<file path="config.mk">
export PLATFORM = sky130hd
export DESIGN_NAME = aoc_top
export DESIGN_NICKNAME = d
export VERILOG_FILES = /design/src/pkg/aoc_pkg.sv /design/src/pkg/aoc_nvm_if.sv /design/src/aoc_nvm.sv /design/src/aoc_top.sv
export SDC_FILE = /design/constraint.sdc
export NUM_CORES = 1
export LEC_CHECK = 0
export ABC_AREA = 1
export BUFFER_PORTS_ARGS = -buffer_cell sky130_fd_sc_hd__buf_2
export CORE_MARGIN = 2
export CORE_UTILIZATION = 25
export CTS_CLUSTER_DIAMETER = 50
export DETAILED_ROUTE_END_ITERATION = 8
export PLACE_DENSITY = 0.49
export RECOVER_POWER = 50
export SETUP_SLACK_MARGIN = 0.5
export SYNTH_ARGS = -nofsm -noshare
export SYNTH_HDL_FRONTEND = slang
export SYNTH_SLANG_ARGS = --single-unit
</file>
<file path="constraint.sdc">
create_clock -name clk_i -period 4.05 [get_ports clk_i]
set_input_delay 0.2025 -clock clk_i [delete_from_list [all_inputs] [get_ports clk_i]]
set_output_delay 0.2025 -clock clk_i [all_outputs]
set_load 0.005 [all_outputs]
</file>
<file path="src/pkg/aoc_pkg.sv">
// aoc_pkg: register map, field layout and timing for the offset compensation block
// assumes: AXI4-Lite slave with 32-bit data, 10 MHz clock
package aoc_pkg;
  // ----------------------------------------------------------------
  // register indices (printed offsets are not all multiples of four)
  // ----------------------------------------------------------------
  localparam logic [7:0] AOC_IDX_CTRL   = 8'h36;  // offset_comp_control
  localparam logic [7:0] AOC_IDX_SET    = 8'h37;  // offset_comp_settings
  localparam logic [7:0] AOC_IDX_OFS_X  = 8'h38;  // x_axis_correction
  localparam logic [7:0] AOC_IDX_OFS_Y  = 8'h39;  // y_axis_correction
  localparam logic [7:0] AOC_IDX_OFS_Z  = 8'h3a;  // z_axis_correction
  localparam logic [7:0] AOC_IDX_IRQ_ST = 8'h40;  // sticky event status, read only
  localparam logic [7:0] AOC_IDX_IRQ_EN = 8'h41;  // event enable
  localparam logic [7:0] AOC_IDX_IRQ_CL = 8'h42;  // write one to clear status
  localparam logic [7:0] AOC_IDX_NVM    = 8'h43;  // nvm store / reload command
  // ----------------------------------------------------------------
  // control register fields
  // ----------------------------------------------------------------
  localparam int AOC_CTRL_CLEAR = 7;   // clear-all command, write only
  localparam int AOC_CTRL_TRIGH = 6;   // axis trigger high bit
  localparam int AOC_CTRL_TRIGL = 5;   // axis trigger low bit
  localparam int AOC_CTRL_RDY   = 4;   // completion flag, read only
  localparam int AOC_SET_CUTOFF = 0;   // high-pass corner select
  localparam int AOC_NVM_STORE  = 0;   // store corrections
  localparam int AOC_NVM_LOAD   = 1;   // reload corrections
  // ----------------------------------------------------------------
  // codes and constants
  // ----------------------------------------------------------------
  localparam logic [1:0] AOC_AX_NONE = 2'h0;
  localparam logic [1:0] AOC_TGT_POS = 2'h1;   // +1 g
  localparam logic [1:0] AOC_TGT_NEG = 2'h2;   // -1 g
  localparam int         AOC_ACC_W   = 12;     // acceleration sample width
  localparam int         AOC_G_SHIFT = 3;      // log2 of 12-bit lsb per correction lsb (8 lsb; 1 g = 1024)
  localparam logic signed [11:0] AOC_ONE_G = 12'sh400;
  localparam logic [7:0] AOC_RST_VAL = 8'h00;
  // slow loop step rates
  localparam int AOC_CLK_HZ    = 10_000_000;
  localparam int AOC_LO_HZ     = 1;
  localparam int AOC_HI_HZ     = 10;
  localparam int AOC_STEP_LO   = AOC_CLK_HZ / (AOC_LO_HZ * 256);
  localparam int AOC_STEP_HI   = AOC_CLK_HZ / (AOC_HI_HZ * 256);
  localparam int AOC_FAST_AVG  = 16;   // samples averaged by fast compensation
  // events
  localparam int AOC_EV_DONE = 0;
  localparam int AOC_EV_NVM  = 1;
  localparam int AOC_EV_W    = 2;
  typedef enum logic [2:0] {
    AOC_IDLE = 3'h1,
    AOC_ACC  = 3'h2,
    AOC_DONE = 3'h4
  } aoc_fast_e;
endpackage

</file>
<file path="src/pkg/aoc_nvm_if.sv">
// aoc_nvm_if: link between the control logic and the correction store
// assumes: both ends on the same clock
`timescale 1ns/10ps
interface aoc_nvm_if;
  logic       store;     // pulse: copy corrections to store
  logic       load;      // pulse: read back all three
  logic [23:0] wdata;    // {z,y,x}
  logic [23:0] rdata;    // registered read data
  logic       rvalid;    // pulse: rdata holds stored words
  modport ctl (output store, load, wdata, input rdata, rvalid);
  modport mem (input store, load, wdata, output rdata, rvalid);
endinterface

</file>
<file path="src/aoc_nvm.sv">
// aoc_nvm: non-volatile image of the three corrections
// assumes: contents survive the block reset (no reset on the array)
`timescale 1ns/10ps
module aoc_nvm
  import aoc_pkg::*;
(
  // clock and reset
  input  wire logic clk_i,
  input  wire logic reset_n_i,
  // link to controller
  aoc_nvm_if.mem    nvm
);
  // ----------------------------------------------------------------
  // storage array, no reset so it outlives soft reset
  // ----------------------------------------------------------------
  logic [23:0] image_q;  // stored {z,y,x}
  always_ff @(posedge clk_i) begin
    if (nvm.store) begin
      image_q <= nvm.wdata;
    end
  end
  // registered read port
  always_ff @(posedge clk_i or negedge reset_n_i) begin
    if (!reset_n_i) begin
      nvm.rdata  <= 24'h00_0000;
      nvm.rvalid <= 1'b0;
    end else begin
      nvm.rvalid <= nvm.load;
      if (nvm.load) begin
        nvm.rdata <= image_q;
      end
    end
  end
endmodule

</file>
<file path="src/aoc_top.sv">
// aoc_top: offset compensation for a three-axis accelerometer
// assumes: AXI4-Lite master, samples arrive as valid pulses on clk_i
// What this block does
// - writing clear bit zeroes all corrections
// - axis code 01/10/11 starts x/y/z compensation
// - ready reads zero while compensation runs
// - three bits enable slow compensation per axis
// - target 00/11 zero, 01 plus, 10 minus
// - corner bit picks 1 Hz or 10 Hz
// - correction added to filtered and raw data
// - correction is signed, fixed g scaling
// - corrections stored, reloaded after every reset
// - corrections writable and loaded by compensation
//
// The AXI4-Lite register port is this design's own decision.
`timescale 1ns/10ps
module aoc_top
  import aoc_pkg::*;
(
  // clock and reset
  input  wire logic                clk_i,
  input  wire logic                reset_n_i,
  // axi4-lite write
  input  wire logic [31:0]         s_axi_awaddr,
  input  wire logic                s_axi_awvalid,
  output logic                     s_axi_awready,
  input  wire logic [31:0]         s_axi_wdata,
  input  wire logic [3:0]          s_axi_wstrb,
  input  wire logic                s_axi_wvalid,
  output logic                     s_axi_wready,
  output logic [1:0]               s_axi_bresp,
  output logic                     s_axi_bvalid,
  input  wire logic                s_axi_bready,
  // axi4-lite read
  input  wire logic [31:0]         s_axi_araddr,
  input  wire logic                s_axi_arvalid,
  output logic                     s_axi_arready,
  output logic [31:0]              s_axi_rdata,
  output logic [1:0]               s_axi_rresp,
  output logic                     s_axi_rvalid,
  input  wire logic                s_axi_rready,
  // sensor samples {z,y,x}, same clock
  input  wire logic [35:0]         raw_i,
  input  wire logic [35:0]         filt_i,
  input  wire logic                sample_valid_i,
  // compensated samples
  output logic [35:0]              raw_o,
  output logic [35:0]              filt_o,
  output logic                     sample_valid_o,
  // interrupt
  output logic                     irq_o
);
  // ----------------------------------------------------------------
  // state
  // ----------------------------------------------------------------
  logic [7:0]        ofs_q [3];        // corrections x,y,z
  logic [2:0]        slow_en_q;        // slow_comp_{z,y,x}_enable
  logic [6:0]        set_q;            // settings register
  logic [AOC_EV_W-1:0] ev_st_q;        // sticky status
  logic [AOC_EV_W-1:0] ev_en_q;        // enables
  aoc_fast_e         fst_q;            // fast compensation state
  logic [1:0]        fax_q;            // axis under compensation
  logic [4:0]        fcnt_q;           // samples collected
  logic signed [15:0] fsum_q;          // accumulated raw reading
  logic              boot_q;           // reload pending after reset
  logic              nvm_store_q;
  logic              nvm_load_q;
  aoc_nvm_if         nvm_bus ();
  aoc_nvm u_nvm (.clk_i(clk_i), .reset_n_i(reset_n_i), .nvm(nvm_bus));
  assign nvm_bus.store = nvm_store_q;
  assign nvm_bus.load  = nvm_load_q;
  assign nvm_bus.wdata = {ofs_q[2], ofs_q[1], ofs_q[0]};
  // ----------------------------------------------------------------
  // axi write: take address and data in any order, answer once both
  // ----------------------------------------------------------------
  logic        aw_hold_q, w_hold_q;
  logic [7:0]  aw_idx_q;
  logic [31:0] w_data_q;
  logic        w_strb0_q;
  logic        wr_go;
  assign wr_go = aw_hold_q && w_hold_q && !s_axi_bvalid;
  always_ff @(posedge clk_i or negedge reset_n_i) begin
    if (!reset_n_i) begin
      aw_hold_q     <= 1'b0;
      w_hold_q      <= 1'b0;
      aw_idx_q      <= 8'h00;
      w_data_q      <= 32'h0000_0000;
      w_strb0_q     <= 1'b0;
      s_axi_awready <= 1'b0;
      s_axi_wready  <= 1'b0;
      s_axi_bvalid  <= 1'b0;
      s_axi_bresp   <= 2'h0;
    end else begin
      // ready one cycle, only while slot is empty
      s_axi_awready <= !aw_hold_q && s_axi_awvalid && !s_axi_awready;
      s_axi_wready  <= !w_hold_q && s_axi_wvalid && !s_axi_wready;
      if (s_axi_awvalid && s_axi_awready) begin
        aw_hold_q <= 1'b1;
        aw_idx_q  <= s_axi_awaddr[9:2];
      end
      if (s_axi_wvalid && s_axi_wready) begin
        w_hold_q  <= 1'b1;
        w_data_q  <= s_axi_wdata;
        w_strb0_q <= s_axi_wstrb[0];
      end
      if (wr_go) begin
        aw_hold_q    <= 1'b0;
        w_hold_q     <= 1'b0;
        s_axi_bvalid <= 1'b1;
        s_axi_bresp  <= 2'h0;   // unmapped writes are ignored, okay
      end else if (s_axi_bready) begin
        s_axi_bvalid <= 1'b0;
      end
    end
  end
  logic wr_en;     // a register write lands this cycle
  logic busy;      // fast compensation running
  logic [1:0] trig;
  assign wr_en = wr_go && w_strb0_q;
  assign busy  = (fst_q != AOC_IDLE);
  assign trig  = w_data_q[AOC_CTRL_TRIGH:AOC_CTRL_TRIGL];
  // ----------------------------------------------------------------
  // configuration registers
  // ----------------------------------------------------------------
  always_ff @(posedge clk_i or negedge reset_n_i) begin
    if (!reset_n_i) begin
      slow_en_q <= 3'h0;
      set_q     <= 7'h00;
      ev_en_q   <= '0;
    end else if (wr_en) begin
      case (aw_idx_q)
        AOC_IDX_CTRL:   slow_en_q <= w_data_q[2:0];
        AOC_IDX_SET:    set_q     <= w_data_q[6:0];
        AOC_IDX_IRQ_EN: ev_en_q   <= w_data_q[AOC_EV_W-1:0];
        default:        ;
      endcase
    end
  end
  // nvm commands and boot reload
  always_ff @(posedge clk_i or negedge reset_n_i) begin
    if (!reset_n_i) begin
      boot_q      <= 1'b1;
      nvm_store_q <= 1'b0;
      nvm_load_q  <= 1'b0;
    end else begin
      boot_q      <= 1'b0;
      nvm_load_q  <= boot_q || (wr_en && aw_idx_q == AOC_IDX_NVM
                                && w_data_q[AOC_NVM_LOAD]);
      nvm_store_q <= wr_en && aw_idx_q == AOC_IDX_NVM && w_data_q[AOC_NVM_STORE];
    end
  end
  // ----------------------------------------------------------------
  // fast compensation: average raw reading, correction = target - mean
  // ----------------------------------------------------------------
  logic [11:0] ax_raw;
  logic signed [11:0] tgt_g;
  logic [1:0]  tgt_code;
  logic signed [15:0] res_full;
  logic [7:0]  res_sat;
  always_comb begin
    case (fax_q)
      2'h1:    begin ax_raw = raw_i[11:0];  tgt_code = set_q[2:1]; end
      2'h2:    begin ax_raw = raw_i[23:12]; tgt_code = set_q[4:3]; end
      default: begin ax_raw = raw_i[35:24]; tgt_code = set_q[6:5]; end
    endcase
    // 00 and 11 both mean 0 g
    case (tgt_code)
      AOC_TGT_POS: tgt_g = AOC_ONE_G;
      AOC_TGT_NEG: tgt_g = -AOC_ONE_G;
      default:     tgt_g = 12'sh000;
    endcase
    // mean over 16 samples, scaled to correction lsb
    res_full = 16'(tgt_g >>> AOC_G_SHIFT) - (fsum_q >>> (4 + AOC_G_SHIFT));
    if (res_full > 16'sd127) res_sat = 8'h7f;
    else if (res_full < -16'sd128) res_sat = 8'h80;
    else res_sat = res_full[7:0];
  end
  always_ff @(posedge clk_i or negedge reset_n_i) begin
    if (!reset_n_i) begin
      fst_q  <= AOC_IDLE;
      fax_q  <= AOC_AX_NONE;
      fcnt_q <= 5'h00;
      fsum_q <= 16'sh0000;
    end else begin
      case (fst_q)
        AOC_IDLE: begin
          // nonzero code starts, ignored while busy
          if (wr_en && aw_idx_q == AOC_IDX_CTRL && trig != AOC_AX_NONE) begin
            fst_q  <= AOC_ACC;
            fax_q  <= trig;
            fcnt_q <= 5'h00;
            fsum_q <= 16'sh0000;
          end
        end
        AOC_ACC: begin
          if (sample_valid_i) begin
            fsum_q <= fsum_q + 16'(signed'(ax_raw));
            fcnt_q <= fcnt_q + 5'h01;
            if (fcnt_q == 5'(AOC_FAST_AVG - 1)) fst_q <= AOC_DONE;
          end
        end
        AOC_DONE: fst_q <= AOC_IDLE;
        default:  fst_q <= AOC_IDLE;
      endcase
    end
  end
  // ----------------------------------------------------------------
  // slow compensation: nudge correction against the filtered sample at 256 times the corner rate
  // ----------------------------------------------------------------
  logic [17:0] div_q;
  logic        step;
  logic [17:0] div_end;
  assign div_end = set_q[AOC_SET_CUTOFF] ? 18'(AOC_STEP_HI - 1) : 18'(AOC_STEP_LO - 1);
  always_ff @(posedge clk_i or negedge reset_n_i) begin
    if (!reset_n_i) begin
      div_q <= 18'h0_0000;
      step  <= 1'b0;
    end else begin
      step  <= (div_q >= div_end);
      div_q <= (div_q >= div_end) ? 18'h0_0000 : div_q + 18'h0_0001;
    end
  end
  // ----------------------------------------------------------------
  // corrections: clear > reload > fast result > host write > slow step
  // ----------------------------------------------------------------
  logic slow_ok;
  assign slow_ok = step && sample_valid_i && !busy;
  genvar a;
  generate
    for (a = 0; a < 3; a++) begin : g_ax
      logic signed [11:0] s;
      assign s = filt_i[a*12 +: 12];
      always_ff @(posedge clk_i or negedge reset_n_i) begin
        if (!reset_n_i) begin
          ofs_q[a] <= AOC_RST_VAL;
        end else if (wr_en && aw_idx_q == AOC_IDX_CTRL && w_data_q[AOC_CTRL_CLEAR]) begin
          ofs_q[a] <= AOC_RST_VAL;
        end else if (nvm_bus.rvalid) begin
          ofs_q[a] <= nvm_bus.rdata[a*8 +: 8];
        end else if (fst_q == AOC_DONE && fax_q == 2'(a + 1)) begin
          ofs_q[a] <= res_sat;
        end else if (wr_en && aw_idx_q == 8'(AOC_IDX_OFS_X + a)) begin
          ofs_q[a] <= w_data_q[7:0];
        end else if (slow_ok && slow_en_q[a]) begin
          // step toward zero output, hold at the range ends
          if (s > 12'sh000 && ofs_q[a] != 8'h80) ofs_q[a] <= ofs_q[a] - 8'h01;
          else if (s < 12'sh000 && ofs_q[a] != 8'h7f) ofs_q[a] <= ofs_q[a] + 8'h01;
        end
      end
      // add signed correction at fixed g scaling
      always_ff @(posedge clk_i or negedge reset_n_i) begin
        if (!reset_n_i) begin
          raw_o[a*12 +: 12]  <= 12'h000;
          filt_o[a*12 +: 12] <= 12'h000;
        end else if (sample_valid_i) begin
          raw_o[a*12 +: 12]  <= raw_i[a*12 +: 12]
                                + 12'({{4{ofs_q[a][7]}}, ofs_q[a]} << AOC_G_SHIFT);
          filt_o[a*12 +: 12] <= filt_i[a*12 +: 12]
                                + 12'({{4{ofs_q[a][7]}}, ofs_q[a]} << AOC_G_SHIFT);
        end
      end
    end
  endgenerate
  always_ff @(posedge clk_i or negedge reset_n_i) begin
    if (!reset_n_i) sample_valid_o <= 1'b0;
    else sample_valid_o <= sample_valid_i;
  end
  // ----------------------------------------------------------------
  // events: set wins over clear
  // ----------------------------------------------------------------
  logic [AOC_EV_W-1:0] ev_set, ev_clr;
  assign ev_set = {nvm_bus.rvalid, fst_q == AOC_DONE};
  assign ev_clr = (wr_en && aw_idx_q == AOC_IDX_IRQ_CL) ? w_data_q[AOC_EV_W-1:0] : '0;
  always_ff @(posedge clk_i or negedge reset_n_i) begin
    if (!reset_n_i) begin
      ev_st_q <= '0;
      irq_o   <= 1'b0;
    end else begin
      ev_st_q <= (ev_st_q & ~ev_clr) | ev_set;
      irq_o   <= |(((ev_st_q & ~ev_clr) | ev_set) & ev_en_q);
    end
  end
  // ----------------------------------------------------------------
  // axi read
  // ----------------------------------------------------------------
  logic [7:0] rd_val;
  logic [7:0] ar_idx;
  assign ar_idx = s_axi_araddr[9:2];
  always_comb begin
    case (ar_idx)
      // ready bit is inverse of busy
      AOC_IDX_CTRL:   rd_val = {3'h0, !busy, 1'b0, slow_en_q};
      AOC_IDX_SET:    rd_val = {1'b0, set_q};
      AOC_IDX_OFS_X:  rd_val = ofs_q[0];
      AOC_IDX_OFS_Y:  rd_val = ofs_q[1];
      AOC_IDX_OFS_Z:  rd_val = ofs_q[2];
      AOC_IDX_IRQ_ST: rd_val = 8'(ev_st_q);
      AOC_IDX_IRQ_EN: rd_val = 8'(ev_en_q);
      default:        rd_val = 8'h00;
    endcase
  end
  always_ff @(posedge clk_i or negedge reset_n_i) begin
    if (!reset_n_i) begin
      s_axi_arready <= 1'b0;
      s_axi_rvalid  <= 1'b0;
      s_axi_rdata   <= 32'h0000_0000;
      s_axi_rresp   <= 2'h0;
    end else begin
      s_axi_arready <= s_axi_arvalid && !s_axi_arready && !s_axi_rvalid;
      if (s_axi_arvalid && s_axi_arready) begin
        s_axi_rvalid <= 1'b1;
        s_axi_rdata  <= {24'h00_0000, rd_val};
        s_axi_rresp  <= 2'h0;
      end else if (s_axi_rready) begin
        s_axi_rvalid <= 1'b0;
      end
    end
  end
  // ----------------------------------------------------------------
  // checks
  // ----------------------------------------------------------------
  clear_zeroes_a: assert property (@(posedge clk_i) disable iff (!reset_n_i)
    (wr_en && aw_idx_q == AOC_IDX_CTRL && w_data_q[AOC_CTRL_CLEAR])
    |=> (ofs_q[0] == 8'h00 && ofs_q[1] == 8'h00 && ofs_q[2] == 8'h00))
    else $error("clear did not zero corrections");
  trigger_starts_a: assert property (@(posedge clk_i) disable iff (!reset_n_i)
    (fst_q == AOC_IDLE && wr_en && aw_idx_q == AOC_IDX_CTRL && trig != AOC_AX_NONE)
    |=> (fst_q == AOC_ACC && fax_q == $past(trig)))
    else $error("trigger did not start compensation");
  ready_busy_a: assert property (@(posedge clk_i) disable iff (!reset_n_i)
    (fst_q == AOC_ACC) |-> !rd_val[AOC_CTRL_RDY] || ar_idx != AOC_IDX_CTRL)
    else $error("ready read one while busy");
  cutoff_div_a: assert property (@(posedge clk_i) disable iff (!reset_n_i)
    $stable(set_q) |-> div_q <= div_end)
    else $error("wrong corner divider");
  add_raw_a: assert property (@(posedge clk_i) disable iff (!reset_n_i)
    sample_valid_i && ofs_q[0] == 8'h00 |=> raw_o[11:0] == $past(raw_i[11:0]))
    else $error("zero correction changed raw data");
  nvm_boot_a: assert property (@(posedge clk_i) disable iff (!reset_n_i)
    $rose(nvm_load_q) |=> nvm_bus.rvalid)
    else $error("reload did not answer");
  done_ready_a: assert property (@(posedge clk_i) disable iff (!reset_n_i)
    (fst_q == AOC_DONE) |=> (fst_q == AOC_IDLE && ev_st_q[AOC_EV_DONE]))
    else $error("completion did not return to ready");
  host_write_a: assert property (@(posedge clk_i) disable iff (!reset_n_i)
    (wr_en && aw_idx_q == AOC_IDX_OFS_Y && !nvm_bus.rvalid && fst_q != AOC_DONE
     && !(aw_idx_q == AOC_IDX_CTRL)) |=> ofs_q[1] == $past(w_data_q[7:0]))
    else $error("host write to y correction lost");
endmodule

</file>
---- After elaboration in Yosys (flattened, before gate mapping) ----
Index checks and enable logic that the tools add are counted.
storage, ports and cells
  bits in writable memories ............... 0
  output and inout port bits .............. 115
  latch bits .............................. 0
  input bits .............................. 180
  memory bits (read-only) ................. 0
  memories ................................ 0
  logic and storage cells ................. 216
  flip-flop bits (word level) ............. 241
operators by class
  bitwise logic cells ..................... 4
  order comparisons ....................... 9
  multipliers ............................. 0
  add/sub/neg operators ................... 16
  shifts and indexed selects .............. 0
  mux-type cells .......................... 48
  reduce and logical (&&, ||, !) cells .... 67
  equal/unequal tests ..................... 34
  div/mod/pow operators ................... 0
operators by type and width
  kind                                                          count
  two-way mux 8 bit                                             23
  equality test 8 x 6 -> 1 bit (second input constant)          10
  adder 12 bit                                                  6
  one-hot mux 8 bit (7 select lines)                            1
  two-way mux 16 bit                                            3
  one-hot mux 12 bit (2 select lines)                           2
  equality test 8 x 7 -> 1 bit (second input constant)          5
  > comparator 12 x 1 -> 1 bit (second input constant)          3
  logical AND 1 bit                                             36
  less-than comparator 12 x 1 -> 1 bit (second input constant)  3
  one-hot mux 16 bit (2 select lines)                           1
  adder 8 x 1 -> 8 bit (second input constant)                  3
  != test 8 x 7 -> 1 bit (second input constant)                3
  != test 8 bit (second input constant)                         3
  subtractor 8 x 1 -> 8 bit (second input constant)             3
  adder 18 x 1 -> 18 bit (second input constant)                1
  >= comparator 18 x 16 -> 1 bit                                1
  two-way mux 18 bit                                            1
  nonzero test 6 bit                                            3
  adder 16 x 12 -> 16 bit                                       1
  nonzero test 5 bit                                            3
  AND reduction 2 bit                                           7
  nonzero test 2 bit                                            6
  > comparator 10 x 8 -> 1 bit (second input constant)          1
  other kinds (25)                                              49

---- Longest topological paths before layout ----
Gate-level depths: netlist (run 1).
  depth in word-level cells ............... 11
  mapped depth ............................ 23
  depth with buffers taken out ............ 22

---- Cells and area by module ----
A second synthesis (run 1) with hierarchy kept.
second synthesis, totals
  cell total of the unflattened synthesis .. 2014
  area total of the unflattened synthesis .. 15449.8 µm²
modules (own cells, without submodules)
  module   seq. area each (µm²)  times used  area an instance (µm²)  cells an instance
  aoc_top  4807.1                1           13729.4                 1887
  aoc_nvm  1346.3                1           1720.4                  127

---- Least setup slack after synthesis (run 1) ----
OpenSTA, ideal clock, no wires.
  path kind ............................... register to register
  start point ............................. reg fax_q[0]
  end point ............................... reg ofs_q (netlist bit nvm_bus.wdata[16])
  data required time ...................... 3.933 ns
  period minus slack after synthesis ...... 2.936 ns
  cell stages (with the launch flop) ...... 22
  arrival time ............................ 2.820 ns
  slack ................................... 1.114 ns
  setup time .............................. 0.117 ns
  path buffers ............................ 2
  cell sequence ........................... dfrtp_1 > inv_1 > ha_1 > clkbuf_1 > a221o_1 > o21ai_0 > inv_1 > ha_1 > inv_1 > ha_1 > nand2_1 > nor2_1 > nand2_1 > nand3_1 > nand2_1 > o21ai_4 > buf_6 > nand2_1 > nand2_1 > nand3_1 > nand2_1 > nand2_1
between the ends
  word-level cells in the longest chain between the ends .. 11
  elaborated cells between the ends (all ways) .. 19
  those cells by class .................... add/sub: 1; order compare: 2; eq/ne: 5; mux: 7; reduce/logical: 4
ends and longest elaborated chain
  item                                                                 line            source
  start, declared                                                      aoc_top.sv:62   logic [1:0] fax_q;
  start signal, assigned                                               aoc_top.sv:190  fax_q <= trig;
  equality test 2 bit or equality test 2 x 1 -> 1 bit (tied branches)  aoc_top.sv:161  case (fax_q)
  one-hot mux 2 bit (2 select lines)                                   aoc_top.sv:161
  equality test 2 bit or equality test 2 x 1 -> 1 bit (tied branches)  aoc_top.sv:167  case (tgt_code)
  one-hot mux 12 bit (2 select lines)                                  aoc_top.sv:167
  subtractor 9 x 9 -> 10 bit                                           aoc_top.sv:173  res_full = 16'(tgt_g >>> AOC_G_SHIFT) - (fsum_q >>> (4 + AOC_G_SHIFT));
  less-than comparator 10 x 8 -> 1 bit                                 aoc_top.sv:175  else if (res_full < -16'sd128) res_sat = 8'h80;
  two-way mux 8 bit                                                    aoc_top.sv:175
  two-way mux 8 bit                                                    aoc_top.sv:174  if (res_full > 16'sd127) res_sat = 8'h7f;
  two-way mux 8 bit                                                    aoc_top.sv:240  end else if (fst_q == AOC_DONE && fax_q == 2'(a + 1)) begin
  two-way mux 8 bit                                                    aoc_top.sv:238  end else if (nvm_bus.rvalid) begin
  two-way mux 8 bit                                                    aoc_top.sv:236  end else if (wr_en && aw_idx_q == AOC_IDX_CTRL && w_data_q[AOC_CTRL_CLEAR]) begin
  end signal, assigned by index                                        aoc_top.sv:239  ofs_q[a] <= nvm_bus.rdata[a*8 +: 8];
  end signal, assigned by index                                        aoc_top.sv:241  ofs_q[a] <= res_sat;
  end signal, assigned by index                                        aoc_top.sv:243  ofs_q[a] <= w_data_q[7:0];
  end, declared                                                        aoc_top.sv:56   logic [7:0] ofs_q [3];
Parallel ways exist; a longest one is shown, timed or not.
A chain may end at the register's enable or synchronous reset.

---- Worst setup path in the final report (run 1) ----
  start point ............................. reg fax_q[0]
  end point ............................... reg ofs_q (netlist bit nvm_bus.wdata[11])
between the ends
  word-level cells in the longest chain between the ends .. 11
  elaborated cells between the ends (all ways) .. 18
  those cells by class .................... add/sub: 1; order compare: 2; eq/ne: 4; mux: 7; reduce/logical: 4
ends and longest elaborated chain
  item                                                                 line
  equality test 2 bit or equality test 2 x 1 -> 1 bit (tied branches)  aoc_top.sv:161, aoc_top.sv:240
  one-hot mux 2 bit (2 select lines)                                   aoc_top.sv:161
  equality test 2 bit or equality test 2 x 1 -> 1 bit (tied branches)  aoc_top.sv:167
  one-hot mux 12 bit (2 select lines)                                  aoc_top.sv:167
  subtractor 9 x 9 -> 10 bit                                           aoc_top.sv:173
  less-than comparator 10 x 8 -> 1 bit                                 aoc_top.sv:175
  two-way mux 8 bit                                                    aoc_top.sv:175
  two-way mux 8 bit                                                    aoc_top.sv:174
  two-way mux 8 bit                                                    aoc_top.sv:240
  two-way mux 8 bit                                                    aoc_top.sv:238
  two-way mux 8 bit                                                    aoc_top.sv:236
Parallel ways exist; a longest one is shown, timed or not.

==> results of run 1 <==
## power by group
group | internal, mW | total [mW] | switching, mW
clock | 2.92 | 4.35 | 1.43
sequential | 2.87 | 3.31 | 0.435
combinational | 1.36 | 3.89 | 2.53
total | 7.16 | 11.5 | 4.39
## final timing paths
check	to	slack (ns)	cells past startpoint
hold reg to reg	s_axi_arready	0.45	1
hold / removal	raw_o[27]	0.03	4
setup reg to reg	nvm_bus.wdata[11]	0.82	19
max in group asynchronous	filt_o[33]	1.33	3
min in group asynchronous	s_axi_rdata[2]	0.95	2
setup / recovery	nvm_bus.wdata[11]	0.82	19
## worst max-delay path: cells and delay by family (launching register included)
kind	cells	cell delay, ns
flip-flops	1	0.39
adder cells (fa/ha/maj)	3	0.89
AND/OR/NAND/NOR	10	1.00
buffers and inverters	3	0.16
AO/OA/AOI/OAI	3	0.70
## timing repair
| action | 4_1_cts | 5_1_grt |
|---|---|---|
| hold buffers | 48 | 0 |
| endpoints found under the setup margin | 0 | 6 |
| endpoints found under the hold margin | 133 | 0 |
| setup buffers | 0 | 2 |
## per-stage QoR
stage | util | instance area (sq um)
CTS | 0.317 | 19500
finish | 0.316 | 19400
global placement | 0.281 | 17200
floorplan | - | 15500
detailed placement | 0.281 | 17200
global route | 0.316 | 19400
## cell families after synthesis
group | Yosys count | share of synthesized area
AOI/OAI and AO/OA | 336 | 0.124
xor gates and xnor gates | 44 | 0.0250
adders and majority gates | 112 | 0.0958
buffers and inverters | 282 | 0.0772
DFF | 241 | 0.399
muxes | 21 | 0.0153
other | 1 | 0.000243
and+or+nand+nor | 944 | 0.263
## area by class of cell
class                   count  area [sq um]  share of cell area
flip-flops and latches    241          6150               0.318
diodes                      1          2.50            0.000129
repair buffers            261          1510              0.0781
inverters                 211           792              0.0409
clock buffers              54          1240              0.0642
clock inverters            31           503              0.0260
well taps                 790           988              0.0510
multi-input cells        1487          8170               0.422
## state kept, by name, indices dropped and copies added (netlist names), 3 cells and up
| register | count |
|---|---|
| aw_idx_q | 8 |
| nvm_bus.wdata | 24 |
| fst_q | 3 |
| filt_o | 36 |
| set_q | 7 |
| s_axi_rdata | 8 |
| u_nvm.nvm.rdata | 24 |
| u_nvm.image_q | 24 |
| raw_o | 36 |
| fsum_q | 16 |
| slow_en_q | 3 |
| fcnt_q | 5 |
| div_q | 18 |
| w_data_q | 8 |
## metal layers
layer	GRT usage	vias to the layer above	wire length [microns]
li1	-	7058	-
met3	0.0290	74	2610
met4	0.0414	0	1250
met5	0	-	0
met2	0.279	331	25000
met1	0.226	6870	24600
## cells in the final DEF (no fill, tap or decap), drive strengths merged, types with 23 or more instances in the layout
cell type	netlist	layout
o21ai	160	160
buf	45	144
conb	1	30
a21oi	98	98
nand3	106	106
nand4	29	29
edfxtp	24	24
inv	208	213
xor2	23	23
nand2	574	574
dlygate4sd3	0	48
dfrtp	215	215
nor3	29	29
ha	102	102
nor2	170	170
clkbuf	26	123
==> impl_metrics.json, run 1 <==
{
  "hold_start": "raw_i[27]",
  "dr.pass1.iters": 5,
  "yosysWarnings": 0,
  "drt_iter0_markers": 940,
  "cellPowerDensity_nw_per_um2": 596,
  "dp_cells": 2940,
  "grt_pass1_vias": 14100,
  "via_count": 14300,
  "cp-startpoint": "fax_q[0]",
  "cts.sinks": 241,
  "drc": 0,
  "async_flop_share": 0.900,
  "clk_pin_slew_ns": 0.05,
  "grt_pass1_wl_mm": 82.7,
  "numCtsBuffers": 46,
  "grt-ovfl-total": 0,
  "vdd_drop_max_v": 0.000338,
  "rows": 91,
  "io_buffers": 191,
  "wl_per_cell_microns": 17.4,
  "cts_tree": "yes",
  "critPathMaxStageDelay_ns": 0.39,
  "clock.fmax_mhz": 309,
  "synth_edf_count": 24,
  "synthesis.area_sq_um": 15400,
  "worst_pin_slew_ns": 3.06,
  "ios": 295,
  "leakage_nw": 9.38,
  "grt_max_degree": 93,
  "rsz0062_at_grt": "false",
  "synth_area_leader_cell": "dfrtp_1",
  "dieArea_sq_um": 63600,
  "die_width_microns": 252,
  "cts_root_buf": "clkbuf_16",
  "layout.cells.non_filler": 3076,
  "fin_worst_skew_ns": 0.0280,
  "setup_tns_ns": 0,
  "setup_violations": 0,
  "place_ws_ns": 0.723,
  "cts_resized": 0,
  "setup_ws_ns": 0.817,
  "nNetsFinal": 2540,
  "fp.dieH_microns": 252,
  "core-area_sq_um": 61400,
  "outcome": "finished, violations left",
  "power_mw": 11.5,
  "track_usage": 0.168,
  "antenna_found_initial": 2,
  "syn-instance-count": 1981,
  "detailed_place_hpwl_mm": 40.0,
  "violations": "max-capacitance violations, max-slew violations",
  "clock_latency_ns": 0.58,
  "drtAntennaViolNets": 0,
  "whs_ns": 0.0271,
  "crit_top_cell": "nand2_1",
  "slew-limit-headroom": -1.04,
  "cts_buffer_depth": 3,
  "critPathLaunchType": "flop",
  "holdCritPathClass": "primary input to flop",
  "drive_gt1_frac": 0.134,
  "synth.most_common_cell": "nand2_1",
  "arrival_ns": 3.69,
  "synthTopCellsByArea": "dfrtp_1 (35%), nand2_1 (14%), ha_1 (8.3%)",
  "start_util": 0.251,
  "yosys-top-cells-count": "nand2_1 (565), dfrtp_1 (215), inv_1 (199), nor2_1 (164), o21ai_0 (151)",
  "yosysSeqAreaShare": 0.399,
  "synth_top_area_share": 0.349,
  "crit_path_end_kind": "flop",
  "slew_viol_final": 209,
  "syn_area_per_cell_sq_um": 7.78,
  "synth_seq_cells": 241,
  "via_per_inst": 4.66,
  "cp_slowest_cell": "dfrtp_1",
  "routabilityCongestion": 0.916,
  "crit_type": "flop to flop",
  "area_delta_synth_final_pct": 25.7,
  "r2r-start": "fax_q[0]",
  "crit_chain": "inv_1 -> ha_1 -> a221o_1 -> o21ai_0 -> inv_1 -> ha_1 -> inv_1 -> ha_1 -> nand2_1 -> nor2_1 -> nand2_1 -> nand3_1 -> nand2_1 -> o21ai_4 -> nand2_1 -> nand2_1 -> nand3_1 -> nand2_1 -> nand2_1",
  "critPathMaxFanout": 7,
  "fin_crit_sh": 0.798,
  "post-route-min-period_ns": 3.23,
  "ys_types": 57,
  "finalHoldViolCount": 0,
  "n_fill_cell": 6483,
  "routed_wl_mm": 53.4,
  "synthFlopType": "dfrtp_1",
  "htreeDepth": 2,
  "cp_data_required_time_ns": 4.51,
  "drv_cap": 4
}
Note: power is estimated with default switching activity, not from simulation.
==> run 2: changes to the inputs <==
ABC_AREA = 0   (was 1)
clock period = 3 ns   (was 4.05 ns; I/O delays follow)
==> run 2 against run 1 <==
  * The run ends with max-capacitance violations, max-slew violations, negative setup slack left
  * Routed wire length shrank 1.0%
  * Total power shrank 3.3%
  * Count of clock-buffer cells in the layout shrank 9
  * First-iteration DRC count shrank 6.5%
  * Synthesized area shrank 1.2%
==> impl_metrics.json, run 2 <==
{
  "largestRegisters": "filt_o: 36 flops, raw_o: 36 flops",
  "drv_cap": 2,
  "nNetsFinal": 2171,
  "critPathMaxFanout": 5,
  "via_count": 13500,
  "cp_data_required_time_ns": 3.43,
  "htreeDepth": 2,
  "worstHoldPathCells": 3,
  "wl_per_cell_microns": 19.7,
  "cp.buffers_inverters": 2,
  "syn_area_per_cell_sq_um": 10.1,
  "drt_iter0_markers": 879,
  "setup_ws_ns": -0.114,
  "setup_violations": 22,
  "worst_pin_slew_ns": 1.91,
  "cts.sinks": 241,
  "ios": 295,
  "dp_cells": 2547,
  "synthesis.area_sq_um": 15200,
  "worst-r2r-cell-count": 14,
  "slew-limit-headroom": -0.276,
  "outcome": "finished, violations left",
  "antenna_found_initial": 2,
  "whs_ns": 0.0713,
  "dieArea_sq_um": 62900,
  "dr.pass1.iters": 5,
  "clock_latency_ns": 0.56,
  "rows": 90,
  "arrival_ns": 3.55,
  "clock.fmax_mhz": 321,
  "drc": 0,
  "cp_slowest_cell": "dfrtp_1",
  "detailed_place_hpwl_mm": 38.8,
  "drtAntennaViolNets": 0,
  "start_util": 0.253,
  "syn-instance-count": 1510,
  "synth.most_common_cell": "dfrtp_1",
  "synth_edf_count": 24,
  "yosysWarnings": 0,
  "fin_crit_sh": 1.04,
  "vdd_drop_max_v": 0.000335,
  "slew_viol_final": 90,
  "routed_wl_mm": 52.9,
  "power_mw": 11.2,
  "crit_path_end_kind": "flop",
  "synth_area_leader_cell": "dfrtp_1",
  "crit_chain": "inv_2 -> ha_4 -> a22oi_2 -> nor2_2 -> a21oi_2 -> ha_1 -> inv_2 -> ha_4 -> or3b_4 -> o41ai_4 -> a31o_4 -> a21oi_4 -> or2_1 -> a211o_1",
  "grt_pass1_wl_mm": 80.9,
  "rsz0062_at_grt": "true",
  "clk_pin_slew_ns": 0.06,
  "final_common_cell": "dfrtp_1",
  "crit_type": "flop to flop",
  "holdCritPathClass": "primary input to flop",
  "leakage_nw": 8.85,
  "yosys-top-cells-count": "dfrtp_1 (215), nand2_1 (126), mux2_2 (108), ha_1 (102), o21ai_0 (99)",
  "critPathLaunchType": "flop",
  "synthFlopType": "dfrtp_1",
  "critPathMaxStageDelay_ns": 0.43,
  "cts_tree": "yes",
  "async_flop_share": 0.900,
  "synth_top_area_share": 0.354,
  "cellPowerDensity_nw_per_um2": 549,
  "cp.depth": 14,
  "yosysSeqAreaShare": 0.404,
  "numCtsBuffers": 35,
  "violations": "max-capacitance violations, max-slew violations, negative setup slack",
  "ys_types": 89,
  "die_width_microns": 251,
  "cts_root_buf": "clkbuf_16",
  "cts_buffer_depth": 3,
  "setup_tns_ns": -1.37,
  "io_buffers": 191,
  "final_cell_mix": "dfrtp_1 (215), buf_2 (189), nand2_1 (124)",
  "layout.cells.non_filler": 2690,
  "synth_seq_cells": 241,
  "grt_pass1_vias": 13500,
  "core-area_sq_um": 60200,
  "track_usage": 0.165,
  "routabilityCongestion": 0.876,
  "grt-ovfl-total": 0,
  "finalHoldViolCount": 0,
  "area_delta_synth_final_pct": 33.7,
  "synthTopCellsByArea": "dfrtp_1 (35%), ha_1 (8.4%), mux2_2 (8.0%)",
  "post-route-min-period_ns": 3.11,
  "fp.dieH_microns": 251,
  "fin_worst_skew_ns": 0.0223,
  "cp_top_family": "compound AO/OA/AOI/OAI gates",
  "grt_max_degree": 64,
  "via_per_inst": 5.03,
  "drive_gt1_frac": 0.324
}
run 2: cell types whose count changed after synthesis, moves of 40 or more:
| cell | change |
|---|---|
| a21oi_1 | -40 |
| inv_1 | -133 |
| mux2_2 | +88 |
| nand2_1 | -439 |
| nand3_1 | -75 |
| nor2_1 | -107 |
| o21ai_0 | -52 |
run 2: per-stage QoR:
step / utilization / instance area (sq um) / worst slack, ns
2_1_floorplan: - / 15500 / -0.111
3_3_place_gp: 0.297 / 17900 / -0.367
3_5_place_dp: 0.297 / 17900 / -0.452
4_1_cts: 0.333 / 20000 / -0.113
5_1_grt: 0.338 / 20300 / -0.271
6_report: 0.338 / 20300 / -0.114
run 2: worst paths after layout:
path | startpoint | end | slack, ns
worst min register to register | u_nvm.image_q[4] | u_nvm.nvm.rdata[4] | 0.45
worst max-delay path | fax_q[0] | nvm_bus.wdata[6] | -0.11
min in group asynchronous | reset_n_i | raw_o[28] | 0.64
max in group asynchronous | reset_n_i | div_q[14] | 0.41
worst max register to register | fax_q[0] | nvm_bus.wdata[6] | -0.11
worst min-delay path | raw_i[27] | raw_o[27] | 0.07
run 2: worst register-to-register path, cell delays in order (launching register included):
cell     delay [ns]
dfrtp_1        0.43
inv_2          0.11
ha_4           0.15
a22oi_2        0.08
nor2_2         0.12
a21oi_2        0.04
ha_1           0.30
inv_2          0.05
ha_4           0.28
or3b_4         0.42
o41ai_4        0.27
a31o_4         0.19
a21oi_4        0.06
or2_1          0.24
a211o_1        0.26
run 2: report_power, final:
group	switching [mW]	internal (mW)	leakage (nW)
logic	1.45	1.30	5.36
clock network	1.68	2.55	0.582
registers	0.448	3.73	2.91
total	3.58	7.58	8.85
run 2: kinds of logic (layout without fill, tap and decap cells):
logic type | after synthesis | after routing | share of synthesized area
flip-flops | 241 | 241 | 0.404
XOR/XNOR | 64 | 64 | 0.0368
multiplexers | 114 | 114 | 0.0839
adder cells (fa/ha/maj) | 112 | 112 | 0.0970
AO/OA/AOI/OAI | 398 | 399 | 0.180
buffers and inverters | 147 | 513 | 0.0437
AND/OR/NAND/NOR | 433 | 433 | 0.154
other | 1 | 32 | 0.000246
run 2: final cells by class:
cell class	instances	area (sq um)
Antenna cell	2	5.00
Clock buffer	45	987
Inverter	67	255
Tap cell	782	978
Fill cell	6106	39900
Clock inverter	19	200
Timing Repair Buffer	382	2560
Sequential cell	241	6150
Multi-Input combinational cell	1152	9200
run 2: timing repair:
item                       4_1_cts  5_1_grt
gates resized for setup         88       73
setup endpoints to repair       47       54
cloned                           1        1
hold endpoints to repair       107        0
setup buffers                   13       13
pin swaps                       38       31
hold buffers                    49        0
run 2: metal layers:
layer / routed length (microns) / up-vias / part of all wire / GRT usage
met4: 1540 / 0 / 0.029 / 0.0580
li1: - / 6373 / - / -
met5: 0 / - / 0 / 0
met2: 26300 / 334 / 0.50 / 0.288
met1: 23000 / 6731 / 0.44 / 0.210
met3: 2030 / 95 / 0.038 / 0.0217
